--- src/design/tmrcap_defines.svh ---
`ifndef TMRCAP_DEFINES_SVH
`define TMRCAP_DEFINES_SVH

// register byte addresses on the apb bus
`define TMRCAP_OFS_CTRL 8'h00
`define TMRCAP_OFS_STAT 8'h04
`define TMRCAP_OFS_MASK 8'h08
`define TMRCAP_OFS_COUNT 8'h0c
`define TMRCAP_OFS_CAPT 8'h10

// timer_control_reg field positions
`define TMRCAP_CTRL_RUN 0
`define TMRCAP_CTRL_SRC 1
`define TMRCAP_CTRL_EXEN 2
`define TMRCAP_CTRL_MODE_LO 3
`define TMRCAP_CTRL_MODE_HI 4
`define TMRCAP_CTRL_EXF 6
`define TMRCAP_CTRL_OVF 7

// status and interrupt_enable_reg bit positions (same layout)
`define TMRCAP_STAT_OVF 0
`define TMRCAP_STAT_EXF 1

// reset values
`define TMRCAP_RST_CTRL 5'h00
`define TMRCAP_RST_FLAGS 2'h0
`define TMRCAP_RST_COUNT 16'h0000
`define TMRCAP_RST_CAPT 16'h0000

// internal timing pulse divides the oscillator (sys_clk) by twelve
`define TMRCAP_DIV_RATIO 12
`define TMRCAP_DIV_LAST 4'hb
`define TMRCAP_COUNT_TOP 16'hffff

`endif

--- src/design/tmrcap_pkg.sv ---
package tmrcap_pkg;

    // operating modes chosen by the mode field of timer_control_reg
    typedef enum logic [1:0] {
        TMRCAP_MODE_CAPTURE = 2'b00,
        TMRCAP_MODE_RELOAD = 2'b01,
        TMRCAP_MODE_BAUD = 2'b10,
        TMRCAP_MODE_SPARE = 2'b11
    } tmrcap_mode_type;

    // state of the pin synchroniser
    typedef struct packed {
        logic meta;
        logic stable;
        logic prev;
    } tmrcap_sync_type;

    // whole state of the timer block
    typedef struct packed {
        logic rstMeta;
        logic rstSync;
        logic run;
        logic countSourceSelect;
        logic externalEdgeEnable;
        tmrcap_mode_type mode;
        logic [15:0] count;
        logic [15:0] capture;
        logic [1:0] stat;
        logic [1:0] mask;
        logic [3:0] divCnt;
        logic irq;
        logic pready;
        logic pslverr;
        logic [31:0] prdata;
    } tmrcap_state_type;

endpackage : tmrcap_pkg

--- src/design/tmrcap_edge_sync.sv ---
module tmrcap_edge_sync (
    // clock and synchronised reset
    input wire logic clk,
    input wire logic rstn,
    // raw pin and its falling edge
    input wire logic pinIn,
    output logic fallPulse
);
    import tmrcap_pkg::*;

    tmrcap_sync_type s_q;
    tmrcap_sync_type s_d;

    // two flops then one history flop; only the stable copy is compared
    // two-sample fall detect
    always_comb begin
        s_d = s_q;
        s_d.meta = pinIn;
        s_d.stable = s_q.meta;
        s_d.prev = s_q.stable;
    end

    // idle level is high, so reset to ones to avoid a false edge
    always_ff @(posedge clk or negedge rstn) begin
        if (!rstn) begin
            s_q <= 3'b111;
        end else begin
            s_q <= s_d;
        end
    end

    assign fallPulse = s_q.prev & ~s_q.stable;

endmodule : tmrcap_edge_sync

--- src/design/tmrcap_top.sv ---
// Function
// - 16-bit count; select bit picks internal pulses or external events.
// - three modes selected in control register: capture, auto-reload, baud generation.
// - capture mode with edge enable clear is a plain timer setting overflow flag.
// - overflow requests an interrupt only when its enable bit is set.
// - in capture mode with edge enable set, trigger falling edge copies count into capture registers.
// - each enabled trigger edge outside baud mode sets the external edge flag; overflow unchanged.
// - edge flag raises the same interrupt; software reads both flags.
// - capture mode never reloads count; counting continues through captures.
// - trigger pin transitions ignored while edge enable is clear.
`include "tmrcap_defines.svh"

module tmrcap_top (
    // clock and reset
    input wire logic sys_clk,
    input wire logic resetn,
    // apb slave
    input wire logic psel,
    input wire logic penable,
    input wire logic pwrite,
    input wire logic [7:0] paddr,
    input wire logic [31:0] pwdata,
    output logic [31:0] prdata,
    output logic pready,
    output logic pslverr,
    // pins
    input wire logic externalTriggerPin,
    input wire logic externalCountPin,
    // interrupt
    output logic timerIrq
);
    import tmrcap_pkg::*;

    tmrcap_state_type s_q;
    tmrcap_state_type s_d;

    logic rstn;
    logic trigFall;
    logic countFall;
    logic tick;
    logic countEvent;
    logic overflowEvent;
    logic captureEvent;
    logic reloadEvent;
    logic access;
    logic accessWrite;
    logic wrCtrl;
    logic wrStat;
    logic wrMask;
    logic wrCount;
    logic wrCapt;
    logic addrHit;
    logic [31:0] readWord;
    logic [1:0] flagSet;

    // the rest of the design runs on the synchronised reset copy
    assign rstn = s_q.rstSync;

    // trigger pin and external count pin each get their own edge detector instance
    tmrcap_edge_sync u_trig_sync (
        .clk(sys_clk),
        .rstn(rstn),
        .pinIn(externalTriggerPin),
        .fallPulse(trigFall)
    );

    tmrcap_edge_sync u_count_sync (
        .clk(sys_clk),
        .rstn(rstn),
        .pinIn(externalCountPin),
        .fallPulse(countFall)
    );

    // source select picks divided clock or external events
    assign tick = s_q.countSourceSelect ? countFall : (s_q.divCnt == `TMRCAP_DIV_LAST);
    assign countEvent = s_q.run & tick;

    assign overflowEvent = countEvent & (s_q.count == `TMRCAP_COUNT_TOP);

    assign captureEvent = trigFall & s_q.externalEdgeEnable
        & (s_q.mode == TMRCAP_MODE_CAPTURE);
    assign reloadEvent = trigFall & s_q.externalEdgeEnable & (s_q.mode == TMRCAP_MODE_RELOAD);

    // apb: the write lands on the edge where pready is seen high
    assign access = psel & penable & s_q.pready;
    assign accessWrite = access & pwrite;

    // address decode for writes
    assign wrCtrl = accessWrite & (paddr == `TMRCAP_OFS_CTRL);
    assign wrStat = accessWrite & (paddr == `TMRCAP_OFS_STAT);
    assign wrMask = accessWrite & (paddr == `TMRCAP_OFS_MASK);
    assign wrCount = accessWrite & (paddr == `TMRCAP_OFS_COUNT);
    assign wrCapt = accessWrite & (paddr == `TMRCAP_OFS_CAPT);

    // read mux; unmapped addresses read zero and flag an error
    always_comb begin
        readWord = 32'h0000_0000;
        addrHit = 1'b1;
        if (paddr == `TMRCAP_OFS_CTRL) begin
            readWord[`TMRCAP_CTRL_RUN] = s_q.run;
            readWord[`TMRCAP_CTRL_SRC] = s_q.countSourceSelect;
            readWord[`TMRCAP_CTRL_EXEN] = s_q.externalEdgeEnable;
            readWord[`TMRCAP_CTRL_MODE_HI:`TMRCAP_CTRL_MODE_LO] = s_q.mode;
            readWord[`TMRCAP_CTRL_EXF] = s_q.stat[`TMRCAP_STAT_EXF];
            readWord[`TMRCAP_CTRL_OVF] = s_q.stat[`TMRCAP_STAT_OVF];
        end else if (paddr == `TMRCAP_OFS_STAT) begin
            readWord[1:0] = s_q.stat;
        end else if (paddr == `TMRCAP_OFS_MASK) begin
            readWord[1:0] = s_q.mask;
        end else if (paddr == `TMRCAP_OFS_COUNT) begin
            readWord[15:0] = s_q.count;
        end else if (paddr == `TMRCAP_OFS_CAPT) begin
            readWord[15:0] = s_q.capture;
        end else begin
            addrHit = 1'b0;
        end
    end

    // next state of the whole block
    always_comb begin
        s_d = s_q;
        flagSet = 2'b00;
        s_d.rstMeta = 1'b1;
        s_d.rstSync = s_q.rstMeta;

        // free-running divide by twelve of the oscillator
        if (s_q.divCnt == `TMRCAP_DIV_LAST) begin
            s_d.divCnt = 4'h0;
        end else begin
            s_d.divCnt = s_q.divCnt + 4'h1;
        end

        // mode decides what an overflow or an edge does to the count
        if (countEvent) begin
            s_d.count = s_q.count + 16'h0001;
        end
        case (s_q.mode)
            TMRCAP_MODE_CAPTURE: begin
                if (overflowEvent) begin
                    flagSet[`TMRCAP_STAT_OVF] = 1'b1;
                end
                if (captureEvent) begin
                    s_d.capture = s_q.count;
                end
            end
            TMRCAP_MODE_RELOAD: begin
                if (overflowEvent) begin
                    flagSet[`TMRCAP_STAT_OVF] = 1'b1;
                end
                if (overflowEvent || reloadEvent) begin
                    s_d.count = s_q.capture;
                end
            end
            TMRCAP_MODE_BAUD: begin
                // overflows only pace the reload here; no flag
                if (overflowEvent) begin
                    s_d.count = s_q.capture;
                end
            end
            default: begin
                s_d.count = s_q.count;
            end
        endcase

        // enabled edge outside baud mode sets the external edge flag
        if (trigFall && s_q.externalEdgeEnable && (s_q.mode != TMRCAP_MODE_BAUD)) begin
            flagSet[`TMRCAP_STAT_EXF] = 1'b1;
        end

        // software writes; a count write overrides the increment
        if (wrCtrl) begin
            s_d.run = pwdata[`TMRCAP_CTRL_RUN];
            s_d.countSourceSelect = pwdata[`TMRCAP_CTRL_SRC];
            s_d.externalEdgeEnable = pwdata[`TMRCAP_CTRL_EXEN];
            s_d.mode = tmrcap_mode_type'(pwdata[`TMRCAP_CTRL_MODE_HI:`TMRCAP_CTRL_MODE_LO]);
        end
        if (wrMask) begin
            s_d.mask = pwdata[1:0];
        end
        if (wrCount) begin
            s_d.count = pwdata[15:0];
        end
        if (wrCapt) begin
            s_d.capture = pwdata[15:0];
        end

        // flags stay until software clears them; a new event wins
        if (wrStat) begin
            s_d.stat = (s_q.stat & ~pwdata[1:0]) | flagSet;
        end else begin
            s_d.stat = s_q.stat | flagSet;
        end

        s_d.irq = |(s_q.stat & s_q.mask);

        // one wait state so that every bus output comes from a flop
        s_d.pready = psel & penable & ~s_q.pready;
        if (psel && penable && !s_q.pready) begin
            s_d.prdata = pwrite ? 32'h0000_0000 : readWord;
            s_d.pslverr = ~addrHit;
        end else begin
            s_d.prdata = 32'h0000_0000;
            s_d.pslverr = 1'b0;
        end
    end

    // reset meta flop takes a constant one, the sync flop copies it; the rest clears with them
    always_ff @(posedge sys_clk or negedge resetn) begin
        if (!resetn) begin
            s_q <= '0;
        end else if (!s_q.rstSync) begin
            s_q <= '0;
            s_q.rstMeta <= 1'b1;
            s_q.rstSync <= s_q.rstMeta;
        end else begin
            s_q <= s_d;
        end
    end

    // outputs straight from flops
    assign prdata = s_q.prdata;
    assign pready = s_q.pready;
    assign pslverr = s_q.pslverr;
    assign timerIrq = s_q.irq;
endmodule : tmrcap_top

--- config.mk ---
export PLATFORM = sky130hd
export DESIGN_NAME = tmrcap_top
export DESIGN_NICKNAME = d
export VERILOG_FILES = /design/src/design/tmrcap_pkg.sv /design/src/design/tmrcap_edge_sync.sv /design/src/design/tmrcap_top.sv
export VERILOG_INCLUDE_DIRS = /design/src /design/src/design
export SDC_FILE = /design/constraint.sdc
export NUM_CORES = 1
export LEC_CHECK = 0
export ABC_CLOCK_PERIOD_IN_PS = 800
export CAP_MARGIN = 20
export CORE_ASPECT_RATIO = 1.5
export CORE_MARGIN = 2
export CORE_UTILIZATION = 40
export CTS_CLUSTER_DIAMETER = 200
export DETAILED_ROUTE_END_ITERATION = 10
export DONT_BUFFER_PORTS = 1
export GPL_TIMING_DRIVEN = 0
export PLACE_DENSITY = 0.59
export REMOVE_ABC_BUFFERS = 1
export SETUP_SLACK_MARGIN = 0.1
export SLEW_MARGIN = 10
export SYNTH_ARGS = -nofsm -noshare
export SYNTH_HDL_FRONTEND = slang
export SYNTH_SLANG_ARGS = --single-unit
--- constraint.sdc ---
create_clock -name sys_clk -period 0.8 [get_ports sys_clk]
set_input_delay 0.08 -clock sys_clk [delete_from_list [all_inputs] [get_ports sys_clk]]
set_output_delay 0.08 -clock sys_clk [all_outputs]
set_load 0.01 [all_outputs]
==> impl_metrics.tcl, run 1 <==
set metrics [dict create \
    status "complete, but fails checks" \
    failed_checks "hold timing, setup timing" \
    max_freq_ghz 0.488 \
    detailedPlacementHpwl_um 7960 \
    power.ir.vdd_worst_mv 1.06 \
    yosys_reg_bits 72 \
    antenna_cells_inserted 0 \
    synth.area.top_cells "sky130_fd_sc_hd__dfrtp_1 (39%), sky130_fd_sc_hd__buf_4 (5.8%), sky130_fd_sc_hd__mux2i_1 (4.7%), sky130_fd_sc_hd__nand2_1 (4.1%), sky130_fd_sc_hd__o21ai_0 (3.9%)" \
    timing.final.ws_setup_ps -1250 \
    rr_endpoint "s_q[66]" \
    multi_input_area_um2 2580 \
    critPathRequiredTime_ps 1020 \
    layout.area.seq_um2 1820 \
    floorplan.die.width_um 88.2 \
    first_pass_iters 5 \
    synthCells 458 \
    post_cts_hold_buffer_count 22 \
    synth_async_sr_flop_share 1.00 \
    grt_antenna_before_repair 0 \
    grt_max_degree 67 \
    r2r_setup_slack_ps -1250 \
    rsz0062_at_grt "yes" \
    finalWorstPathRequiredPeriod_ps 2050 \
    synth-main-ff-cell "sky130_fd_sc_hd__dfrtp_1" \
    die_height_um 130 \
    worstHoldPathType "in -> async" \
    critical_path.startpoint "s_q[35]" \
    cellPowerDensity_nw_per_um2 1560 \
    clockBufferDepth 2 \
    r2r-start "s_q[35]" \
    post_route_cells_drive_above_1_share 0.321 \
    grt_use_met3 0.0411 \
    worst_path_fanout_max 5 \
    rows 46 \
    timing_worst_setup_path_type "reg -> reg" \
    tritoncts "built" \
    area_delta_synth_final_pct 34.6 \
    r2r.worst_path.cells 8 \
    synth_commonest_cells "sky130_fd_sc_hd__dfrtp_1 (66), sky130_fd_sc_hd__nand2_1 (46), sky130_fd_sc_hd__buf_4 (33), sky130_fd_sc_hd__o21ai_0 (33), sky130_fd_sc_hd__nor2_1 (32)" \
    synth_most_common_cell "sky130_fd_sc_hd__dfrtp_1" \
    port_buffers 0 \
    gr-usage-all-layers 0.246 \
    finalHoldWorstSlack_ps -577 \
    use_met1 0.270 \
    max-cap-violations 0 \
    synth_top_area_cell "sky130_fd_sc_hd__dfrtp_1" \
    slew_headroom 0.657 \
    grtUsageMet2 0.425 \
    floorplan.die_area_um2 11500 \
    fin_skew_ps 6.90 \
    yosysWarnings 0 \
    route.vias.total 3836 \
    syn_avg_cell_area_um2 9.29 \
    drt_first_iter_violations 325 \
    clock_latency_ps 350 \
    routed_wirelength_um 13600 \
    synth-edff-count 0 \
    timing.critical_path.to_type "register" \
    placeableCoreArea_um2 10500 \
    timing.final.crit_share 2.56 \
    synth.cell_area_um2 4260 \
    final_report_setup_violation_count 88 \
    globalplace.congestion 0.945 \
    start_util 0.406 \
    grt_first_pass_wirelength_um 21000 \
    ios 82 \
    busiest_layer "met2" \
    arrival_time_at_the_worst_endpoint_ps 2270 \
    detail_route.vias_per_cell 5.88 \
    worst-slew-pin-transition_ps 515 \
    clock_tree.htree_level_count 3 \
    route.detailed.drc 0 \
    numClockSinks 72 \
    final.fill_count 904 \
    hold_viol_final 66 \
    finalNetCount 555 \
    path_clk_slew_ps 60 \
    tns_ps -50030 \
    final-max-slew-violation-count 0 \
    antenna_left 0 \
    critPathCapture "s_q[66]" \
    total_overflow_reported_by_the_global_router 0 \
    leakagePower_nw 2.41 \
    cts_buffers 9 \
    cts_root_buf "sky130_fd_sc_hd__clkbuf_16" \
    totalPowerFinal_mw 8.96 \
    seq_area_frac_synth 0.425 \
    detail_route.wl_per_cell_um 20.8 \
    synthDominantCellAreaShare 0.388 \
    first_global_vias 3944 \
    post_synth_num_cell_types 67 \
    worst_setup_path_start_kind "register" \
]
[per-layer routing]
layer / part of all wire / routed length [µm]
met1: 0.36 / 4900
met2: 0.54 / 7370
met3: 0.048 / 650
met4: 0.048 / 653
met5: 0 / 0
[layout make-up]
cell class,count,share of cell area
clock buffer,9,0.0393
sequential,72,0.317
tap,144,0.0314
timing repair buffer,74,0.137
clock inverter,7,0.0210
multi-input combinational,339,0.450
inverter,7,0.00459
[flip-flops by register name, summed over array words and instances, names as in the netlist]
name,count
u_count_sync.s_d,2
u_trig_sync.s_d,2
prdata,16
u_trig_sync.s_q,1
u_count_sync.s_q,1
pslverr,1
s_q,45
timerIrq,1
rstn,1
s_d,1
pready,1
[cell families (layout without fill, tap and decap cells)]
logic type,count (synthesis),after routing,share of synthesized area
AND/OR/NAND/NOR,167,168,0.214
AO/OA/AOI/OAI,121,123,0.193
flip-flops,72,72,0.425
buffers and inverters,65,97,0.0917
multiplexers,20,20,0.0470
XOR/XNOR,6,6,0.0123
adder cells (fa/ha/maj),5,5,0.0147
other,2,17,0.00176
[critical path: stages (launching register included)]
cell,delay (ps)
sky130_fd_sc_hd__dfrtp_1,400
sky130_fd_sc_hd__ha_2,200
sky130_fd_sc_hd__and3b_2,250
sky130_fd_sc_hd__or2_4,290
sky130_fd_sc_hd__o2111ai_4,90
sky130_fd_sc_hd__nand2_2,140
sky130_fd_sc_hd__buf_12,160
sky130_fd_sc_hd__a221oi_2,290
sky130_fd_sc_hd__o21ai_1,100
[layout by cell type (no fill, tap or decap), types with 6 or more instances in the layout]
| cell type | instances |
|---|---|
| sky130_fd_sc_hd__o21ai_0 | 12 |
| sky130_fd_sc_hd__nand2_1 | 42 |
| sky130_fd_sc_hd__a21oi_1 | 13 |
| sky130_fd_sc_hd__buf_12 | 9 |
| sky130_fd_sc_hd__mux2i_1 | 19 |
| sky130_fd_sc_hd__buf_6 | 8 |
| sky130_fd_sc_hd__nand3_1 | 15 |
| sky130_fd_sc_hd__conb_1 | 17 |
| sky130_fd_sc_hd__o21ai_1 | 20 |
| sky130_fd_sc_hd__nor2b_1 | 7 |
| sky130_fd_sc_hd__nor2_4 | 6 |
| sky130_fd_sc_hd__clkbuf_16 | 9 |
| sky130_fd_sc_hd__dfrtp_1 | 60 |
| sky130_fd_sc_hd__buf_4 | 31 |
| sky130_fd_sc_hd__nand4_1 | 7 |
| sky130_fd_sc_hd__a22o_1 | 8 |
| sky130_fd_sc_hd__a22oi_1 | 11 |
| sky130_fd_sc_hd__dfstp_2 | 6 |
| sky130_fd_sc_hd__dlygate4sd3_1 | 22 |
| sky130_fd_sc_hd__nor2_1 | 22 |
[power by group]
group / switching, mW / total, mW / internal [mW]
Combinational: 0.304 / 0.572 / 0.268
Clock: 1.62 / 4.67 / 3.05
Sequential: 0.0278 / 3.72 / 3.69
[metrics by stage]
| stage | utilization | instances | worst slack (ps) | hold slack [ps] | instance area (µm²) |
|---|---|---|---|---|---|
| 6_report | 0.547 | 652 | -1250 | -577 | 5730 |
| 5_1_grt | 0.547 | 652 | -1350 | -585 | 5730 |
| 4_1_cts | 0.533 | 649 | -1210 | -579 | 5590 |
| 3_5_place_dp | 0.395 | 560 | -2240 | -214 | 4140 |
| 3_3_place_gp | 0.394 | 559 | -2210 | -213 | 4130 |
| 2_1_floorplan | - | 415 | -1300 | -216 | 3950 |
[how the worst min path moves through the flow]
stage,startpoint,endpoint,slack [ps]
floorplan,resetn,prdata[0],-220
global placement,resetn,prdata[15],-210
detailed placement,resetn,prdata[15],-210
CTS,resetn,s_q[63],-580
global route,resetn,prdata[15],-590
finish,resetn,s_q[66],-580
[repair_timing]
| item | in CTS | in global routing |
|---|---|---|
| setup endpoints to repair | 89 | 89 |
| resized for setup | 126 | 31 |
| pin swaps | 43 | 17 |
| hold endpoints to repair | 107 | 66 |
| buffers inserted | 49 | 7 |
| cloned | 3 | 0 |
(Power assumes the default switching activity.)
==> run 2, diff against run 1 <==
Settings changed: ABC_CLOCK_PERIOD_IN_PS 800 to 1700, GPL_ROUTABILITY_DRIVEN from default to 0.
Clock period 0.8 ns to 1.7 ns, I/O delays scaled along.
==> impl_metrics.tcl, run 2 (synthesized netlist as in run 1, its figures left out) <==
set metrics [dict create \
    status "complete, but fails checks" \
    failed_checks "hold timing, setup timing" \
    clock_tree.htree_level_count 3 \
    antenna_left 0 \
    final-max-slew-violation-count 0 \
    multi_input_area_um2 2500 \
    gr-usage-all-layers 0.229 \
    mostFrequentLayoutCells "sky130_fd_sc_hd__dfrtp_1 (54), sky130_fd_sc_hd__nand2_1 (43), sky130_fd_sc_hd__buf_4 (35)" \
    largest_register_ff_count 45 \
    clockBufferDepth 2 \
    rows 46 \
    finalHoldWorstSlack_ps -477 \
    post_route_cells_drive_above_1_share 0.316 \
    r2r-start "s_q[76]" \
    instances_no_fill 631 \
    hold_viol_final 66 \
    numClockSinks 72 \
    r2r_setup_slack_ps -390 \
    detailedPlacementHpwl_um 7780 \
    grt_first_pass_wirelength_um 19600 \
    layout.area.seq_um2 1830 \
    port_buffers 0 \
    slew_headroom 0.621 \
    grt_max_degree 67 \
    max_freq_ghz 0.479 \
    p_seq_frac 0.454 \
    critPathCapture "s_q[62]" \
    timing.final.crit_share 1.23 \
    critPathRequiredTime_ps 1980 \
    power_frac_comb 0.047 \
    timing_worst_setup_path_type "reg -> reg" \
    timing.critical_path.slowest_cell_delay_ps 510 \
    most_flops_register "s_q" \
    clock_share_of_power 0.499 \
    placeableCoreArea_um2 10500 \
    rsz0062_at_grt "yes" \
    leakagePower_nw 2.25 \
    power.ir.vdd_worst_mv 0.458 \
    timing.critical_path.to_type "register" \
    worst-path-buf-inv 1 \
    floorplan.die.width_um 88.2 \
    start_util 0.406 \
    detail_route.vias_per_cell 5.83 \
    fin_skew_ps 7.39 \
    final_report_setup_violation_count 17 \
    clock_latency_ps 340 \
    worstHoldPathType "in -> async" \
    ios 82 \
    path_clk_slew_ps 60 \
    cellPowerDensity_nw_per_um2 723 \
    p_switching_uw 833 \
    crit_chain "inv_4, ha_4, nor2_1, or2_4, a21oi_2, nand3_2, or4_1, nand3_1" \
    total_overflow_reported_by_the_global_router 0 \
    placed_cells_incl_taps 560 \
    r2r.worst_path.cells 8 \
    first_pass_iters 6 \
    drt_first_iter_violations 333 \
    floorplan.die_area_um2 11500 \
    internal_power_mw 3.02 \
    route.vias.total 3678 \
    max-cap-violations 0 \
    area_delta_synth_final_pct 25.4 \
    antenna_cells_inserted 0 \
    layout.cells.most_common "sky130_fd_sc_hd__dfrtp_1" \
    totalPowerFinal_mw 3.86 \
    rr_endpoint "s_q[62]" \
    critical_path.startpoint "s_q[76]" \
    netSwitchingFraction 0.216 \
    first_global_vias 3604 \
    worst_path_fanout_max 5 \
    finalNetCount 534 \
    die_height_um 130 \
    cpMaxStageDelayCell "sky130_fd_sc_hd__or4_1" \
    post_cts_hold_buffer_count 9 \
    detail_route.wl_per_cell_um 19.7 \
    timing.final.ws_setup_ps -386 \
    worst_setup_path_start_kind "register" \
    finalWorstPathRequiredPeriod_ps 2090 \
    route.detailed.drc 0 \
    worst-slew-pin-transition_ps 568 \
    cts_buffers 9 \
    final.fill_count 969 \
    path_depth 8 \
    tritoncts "built" \
    grt_antenna_before_repair 0 \
    arrival_time_at_the_worst_endpoint_ps 2360 \
    cts_root_buf "sky130_fd_sc_hd__clkbuf_16" \
    crit_family "simple AND/OR/NAND/NOR gates" \
    routed_wirelength_um 12400 \
]
-- run 2: worst reg2reg max path, delay by kind of cell (launching register included) --
family	cells	cell delay, ps
compound gates	1	190
fa+ha+maj	1	180
simple gates	5	1100
buf+inv	1	100
flops	1	450
-- run 2: power by group through the flow --
stage	sequential, mW	clock, mW	combinational (mW)
after floorplan	1.78	0	0.0852
after global placement	1.79	0	0.108
after detailed placement	1.79	0	0.109
after CTS	1.75	1.95	0.172
after global routing	1.75	2.03	0.199
final	1.75	1.92	0.183
-- run 2: worst min path at each step --
stage                 end  startpoint  slack, ps
2_1_floorplan   prdata[0]      resetn       -130
3_5_place_dp   prdata[15]      resetn       -120
5_1_grt           s_q[66]      resetn       -490
4_1_cts         prdata[5]      resetn       -490
3_3_place_gp   prdata[15]      resetn       -120
6_report        prdata[9]      resetn       -480
-- run 2: timing repair --
item                       4_1_cts  5_1_grt
pin swaps                       21       30
setup endpoints to repair       50       52
cloned                           1        0
resized for setup               74       53
setup buffers                   31       15
hold endpoints to repair        76       66
-- run 2: cell type report --
| type | count | share of cell area |
|---|---|---|
| clock buffer | 13 | 0.0488 |
| clock inverter | 3 | 0.00750 |
| inverter | 7 | 0.00539 |
| multi-input combinational | 337 | 0.469 |
| sequential | 72 | 0.342 |
| tap | 144 | 0.0338 |
| timing repair buffer | 55 | 0.0933 |
-- run 2: metrics by stage --
step	area (µm²)	setup TNS (ps)	hold slack, ps	setup slack, ps	utilization
floorplan	3950	-11950	-126	-400	-
global placement	4130	-52380	-124	-1350	0.394
detailed placement	4140	-45790	-123	-1370	0.395
CTS	5060	-5950	-487	-406	0.483
global route	5340	-6180	-492	-477	0.510
finish	5340	-4900	-477	-386	0.510
-- run 2: routing by layer --
metal  GRT usage  vias up  routed length (µm)
met4       0.127        0                 564
li1            -     1676                   -
met2       0.399      156                6680
met3      0.0500       46                 708
met5           0        -                   0
met1       0.254     1800                4470
==> run 3, diff against run 2 <==
Settings changed: ABC_AREA from default to 1.
==> impl_metrics.tcl, run 3 <==
set metrics [dict create \
    status "complete, but fails checks" \
    failed_checks "hold timing, setup timing" \
    path_clk_slew_ps 70 \
    r2r-start "s_q[59]" \
    r2r_setup_slack_ps -40 \
    timing.critical_path.to_type "register" \
    max_freq_ghz 0.575 \
    leakagePower_nw 2.95 \
    first_global_vias 4255 \
    layout.cells.most_common "sky130_fd_sc_hd__nand2_1" \
    drt_first_iter_violations 371 \
    yosysWarnings 0 \
    timing.critical_path.mode_cell "sky130_fd_sc_hd__nand2_1" \
    seq_area_frac_synth 0.374 \
    synthDominantCellAreaShare 0.341 \
    antenna_left 0 \
    cpMaxStageDelayCell "sky130_fd_sc_hd__dfrtp_2" \
    path_depth 12 \
    fin_skew_ps 8.70 \
    cellPowerDensity_nw_per_um2 717 \
    largest_register_ff_count 45 \
    synth_most_common_cell "sky130_fd_sc_hd__nand2_1" \
    numClockSinks 72 \
    most_flops_register "s_q" \
    ios 82 \
    rsz0062_at_grt "yes" \
    rr_endpoint "s_q[63]" \
    cts_root_buf "sky130_fd_sc_hd__clkbuf_16" \
    placeableCoreArea_um2 11900 \
    critPathRequiredTime_ps 1940 \
    synth_async_sr_flop_share 1.00 \
    total_overflow_reported_by_the_global_router 0 \
    muxShareOfSynthArea 0 \
    route.detailed.drc 0 \
    finalHoldWorstSlack_ps -486 \
    post_synth_num_cell_types 39 \
    gr-usage-all-layers 0.213 \
    final-max-slew-violation-count 0 \
    synth_top_family_by_area "simple AND/OR/NAND/NOR gates" \
    clockBufferDepth 2 \
    synth_compound_area_frac 0.114 \
    max-cap-violations 0 \
    timing_worst_setup_path_type "reg -> reg" \
    yosys_reg_bits 72 \
    synth-main-ff-cell "sky130_fd_sc_hd__dfrtp_1" \
    syn_avg_cell_area_um2 6.81 \
    detail_route.vias_per_cell 5.16 \
    synth.cell_area_um2 4840 \
    timing.final.ws_setup_ps -39.2 \
    placed_cells_incl_taps 819 \
    cts_buffers 9 \
    grt_first_pass_wirelength_um 21600 \
    floorplan.die.width_um 93.8 \
    synth-xor-area-share 0.0145 \
    detailedPlacementHpwl_um 8370 \
    timing.final.crit_share 1.02 \
    start_util 0.407 \
    crit_family "simple AND/OR/NAND/NOR gates" \
    synth.area.top_cells "sky130_fd_sc_hd__dfrtp_1 (34%), sky130_fd_sc_hd__nand2_1 (19%), sky130_fd_sc_hd__inv_1 (6.6%), sky130_fd_sc_hd__buf_4 (5.4%), sky130_fd_sc_hd__a21oi_1 (5.0%)" \
    crit_chain "ha_4, inv_1, nor2_4, nand2_4, nor2_4, nand3_4, nand2_4, nand3_4, nand2_1, nand2_1, nand2_1, nand2_1" \
    final_report_setup_violation_count 15 \
    antenna_cells_inserted 0 \
    floorplan.die_area_um2 13000 \
    r2r.worst_path.cells 12 \
    area_delta_synth_final_pct 20.2 \
    timing.critical_path.slowest_cell_delay_ps 390 \
    post_route_cells_drive_above_1_share 0.243 \
    tritoncts "built" \
    route.vias.total 4527 \
    grt_max_degree 67 \
    routed_wirelength_um 14200 \
    worstHoldPathType "in -> async" \
    first_pass_iters 7 \
    synth-edff-count 0 \
    synthCells 711 \
    worst_setup_path_start_kind "register" \
    rows 49 \
    synthSimpleGateAreaFrac 0.332 \
    post_cts_hold_buffer_count 5 \
    port_buffers 0 \
    finalNetCount 771 \
    tns_ps -285 \
    instances_no_fill 877 \
    synth_top_area_cell "sky130_fd_sc_hd__dfrtp_1" \
    grt_antenna_before_repair 0 \
    arrival_time_at_the_worst_endpoint_ps 1980 \
    die_height_um 139 \
    detail_route.wl_per_cell_um 16.2 \
    finalWorstPathRequiredPeriod_ps 1740 \
    worst-path-buf-inv 1 \
    mostFrequentLayoutCells "sky130_fd_sc_hd__nand2_1 (215), sky130_fd_sc_hd__inv_1 (79), sky130_fd_sc_hd__nor2_1 (51)" \
    clock_tree.htree_level_count 3 \
    synth_commonest_cells "sky130_fd_sc_hd__nand2_1 (244), sky130_fd_sc_hd__inv_1 (85), sky130_fd_sc_hd__dfrtp_1 (66)" \
    worst_path_fanout_max 8 \
    hold_viol_final 66 \
    synth_adder_area_share 0.0129 \
    clock_latency_ps 350 \
    power.ir.vdd_worst_mv 0.411 \
]
[run 3: worst max path at each step]
stage / start / end / slack [ps]
2_1_floorplan: s_q[35] / s_q[59] / -790
3_3_place_gp: s_q[35] / s_q[63] / -1560
3_5_place_dp: pready / s_q[52] / -1110
4_1_cts: s_q[35] / s_q[67] / -50
5_1_grt: s_q[59] / s_q[74] / -160
6_report: s_q[59] / s_q[63] / -40
[run 3: worst register-to-register path: stages, from the launching register on]
cell and delay [ps]:
sky130_fd_sc_hd__dfrtp_2 390, sky130_fd_sc_hd__ha_4 160, sky130_fd_sc_hd__inv_1 80, sky130_fd_sc_hd__nor2_4 130, sky130_fd_sc_hd__nand2_4 100, sky130_fd_sc_hd__nor2_4 140, sky130_fd_sc_hd__nand3_4 100, sky130_fd_sc_hd__nand2_4 110
sky130_fd_sc_hd__nand3_4 150, sky130_fd_sc_hd__nand2_1 120, sky130_fd_sc_hd__nand2_1 50, sky130_fd_sc_hd__nand2_1 50, sky130_fd_sc_hd__nand2_1 40
[run 3: repair_timing]
| item | in CTS | in global routing |
|---|---|---|
| buffers inserted | 28 | 5 |
| gates cloned | 3 | 1 |
| pin swaps | 25 | 23 |
| resized for setup | 59 | 66 |
| setup endpoints to repair | 50 | 52 |
| endpoints found under the hold margin | 71 | 66 |
[run 3: cell type report]
class / count / area (µm²)
sequential: 72 / 1830
timing repair buffer: 40 / 414
clock buffer: 9 / 225
tap: 153 / 191
clock inverter: 7 / 62.6
multi-input combinational: 507 / 2740
inverter: 89 / 352
fill: 1203 / 6070
[run 3: cells by family (layout without fill, tap and decap cells)]
family,Yosys count,after routing
other,2,17
flip-flops,72,72
XOR/XNOR,8,8
buffers and inverters,150,145
AO/OA/AOI/OAI,98,98
AND/OR/NAND/NOR,376,379
adder cells (fa/ha/maj),5,5
[run 3: metrics by stage]
stage | total power, mW | utilization | hold slack, ps | setup WS (ps) | instance area [µm²]
3_3_place_gp | 2.18 | 0.395 | -123 | -1560 | 4690
6_report | 4.17 | 0.489 | -486 | -39.2 | 5820
4_1_cts | 4.15 | 0.466 | -489 | -52.3 | 5550
2_1_floorplan | 2.08 | - | -126 | -785 | 4500
5_1_grt | 4.32 | 0.489 | -493 | -162 | 5820
3_5_place_dp | 2.19 | 0.396 | -123 | -1110 | 4710
[run 3: routing by layer]
metal / vias to the layer above / track usage / share of wire
met1: 2153 / 0.258 / 0.39
met2: 159 / 0.360 / 0.52
li1: 2179 / - / -
met5: - / 0 / 0
met3: 36 / 0.0364 / 0.054
met4: 0 / 0.105 / 0.032
[run 3: where the power goes]
part | switching (mW) | total [mW] | internal, mW
clock | 0.832 | 1.85 | 1.02
combinational | 0.329 | 0.508 | 0.179
sequential | 0.0487 | 1.81 | 1.76
total | 1.21 | 4.17 | 2.96
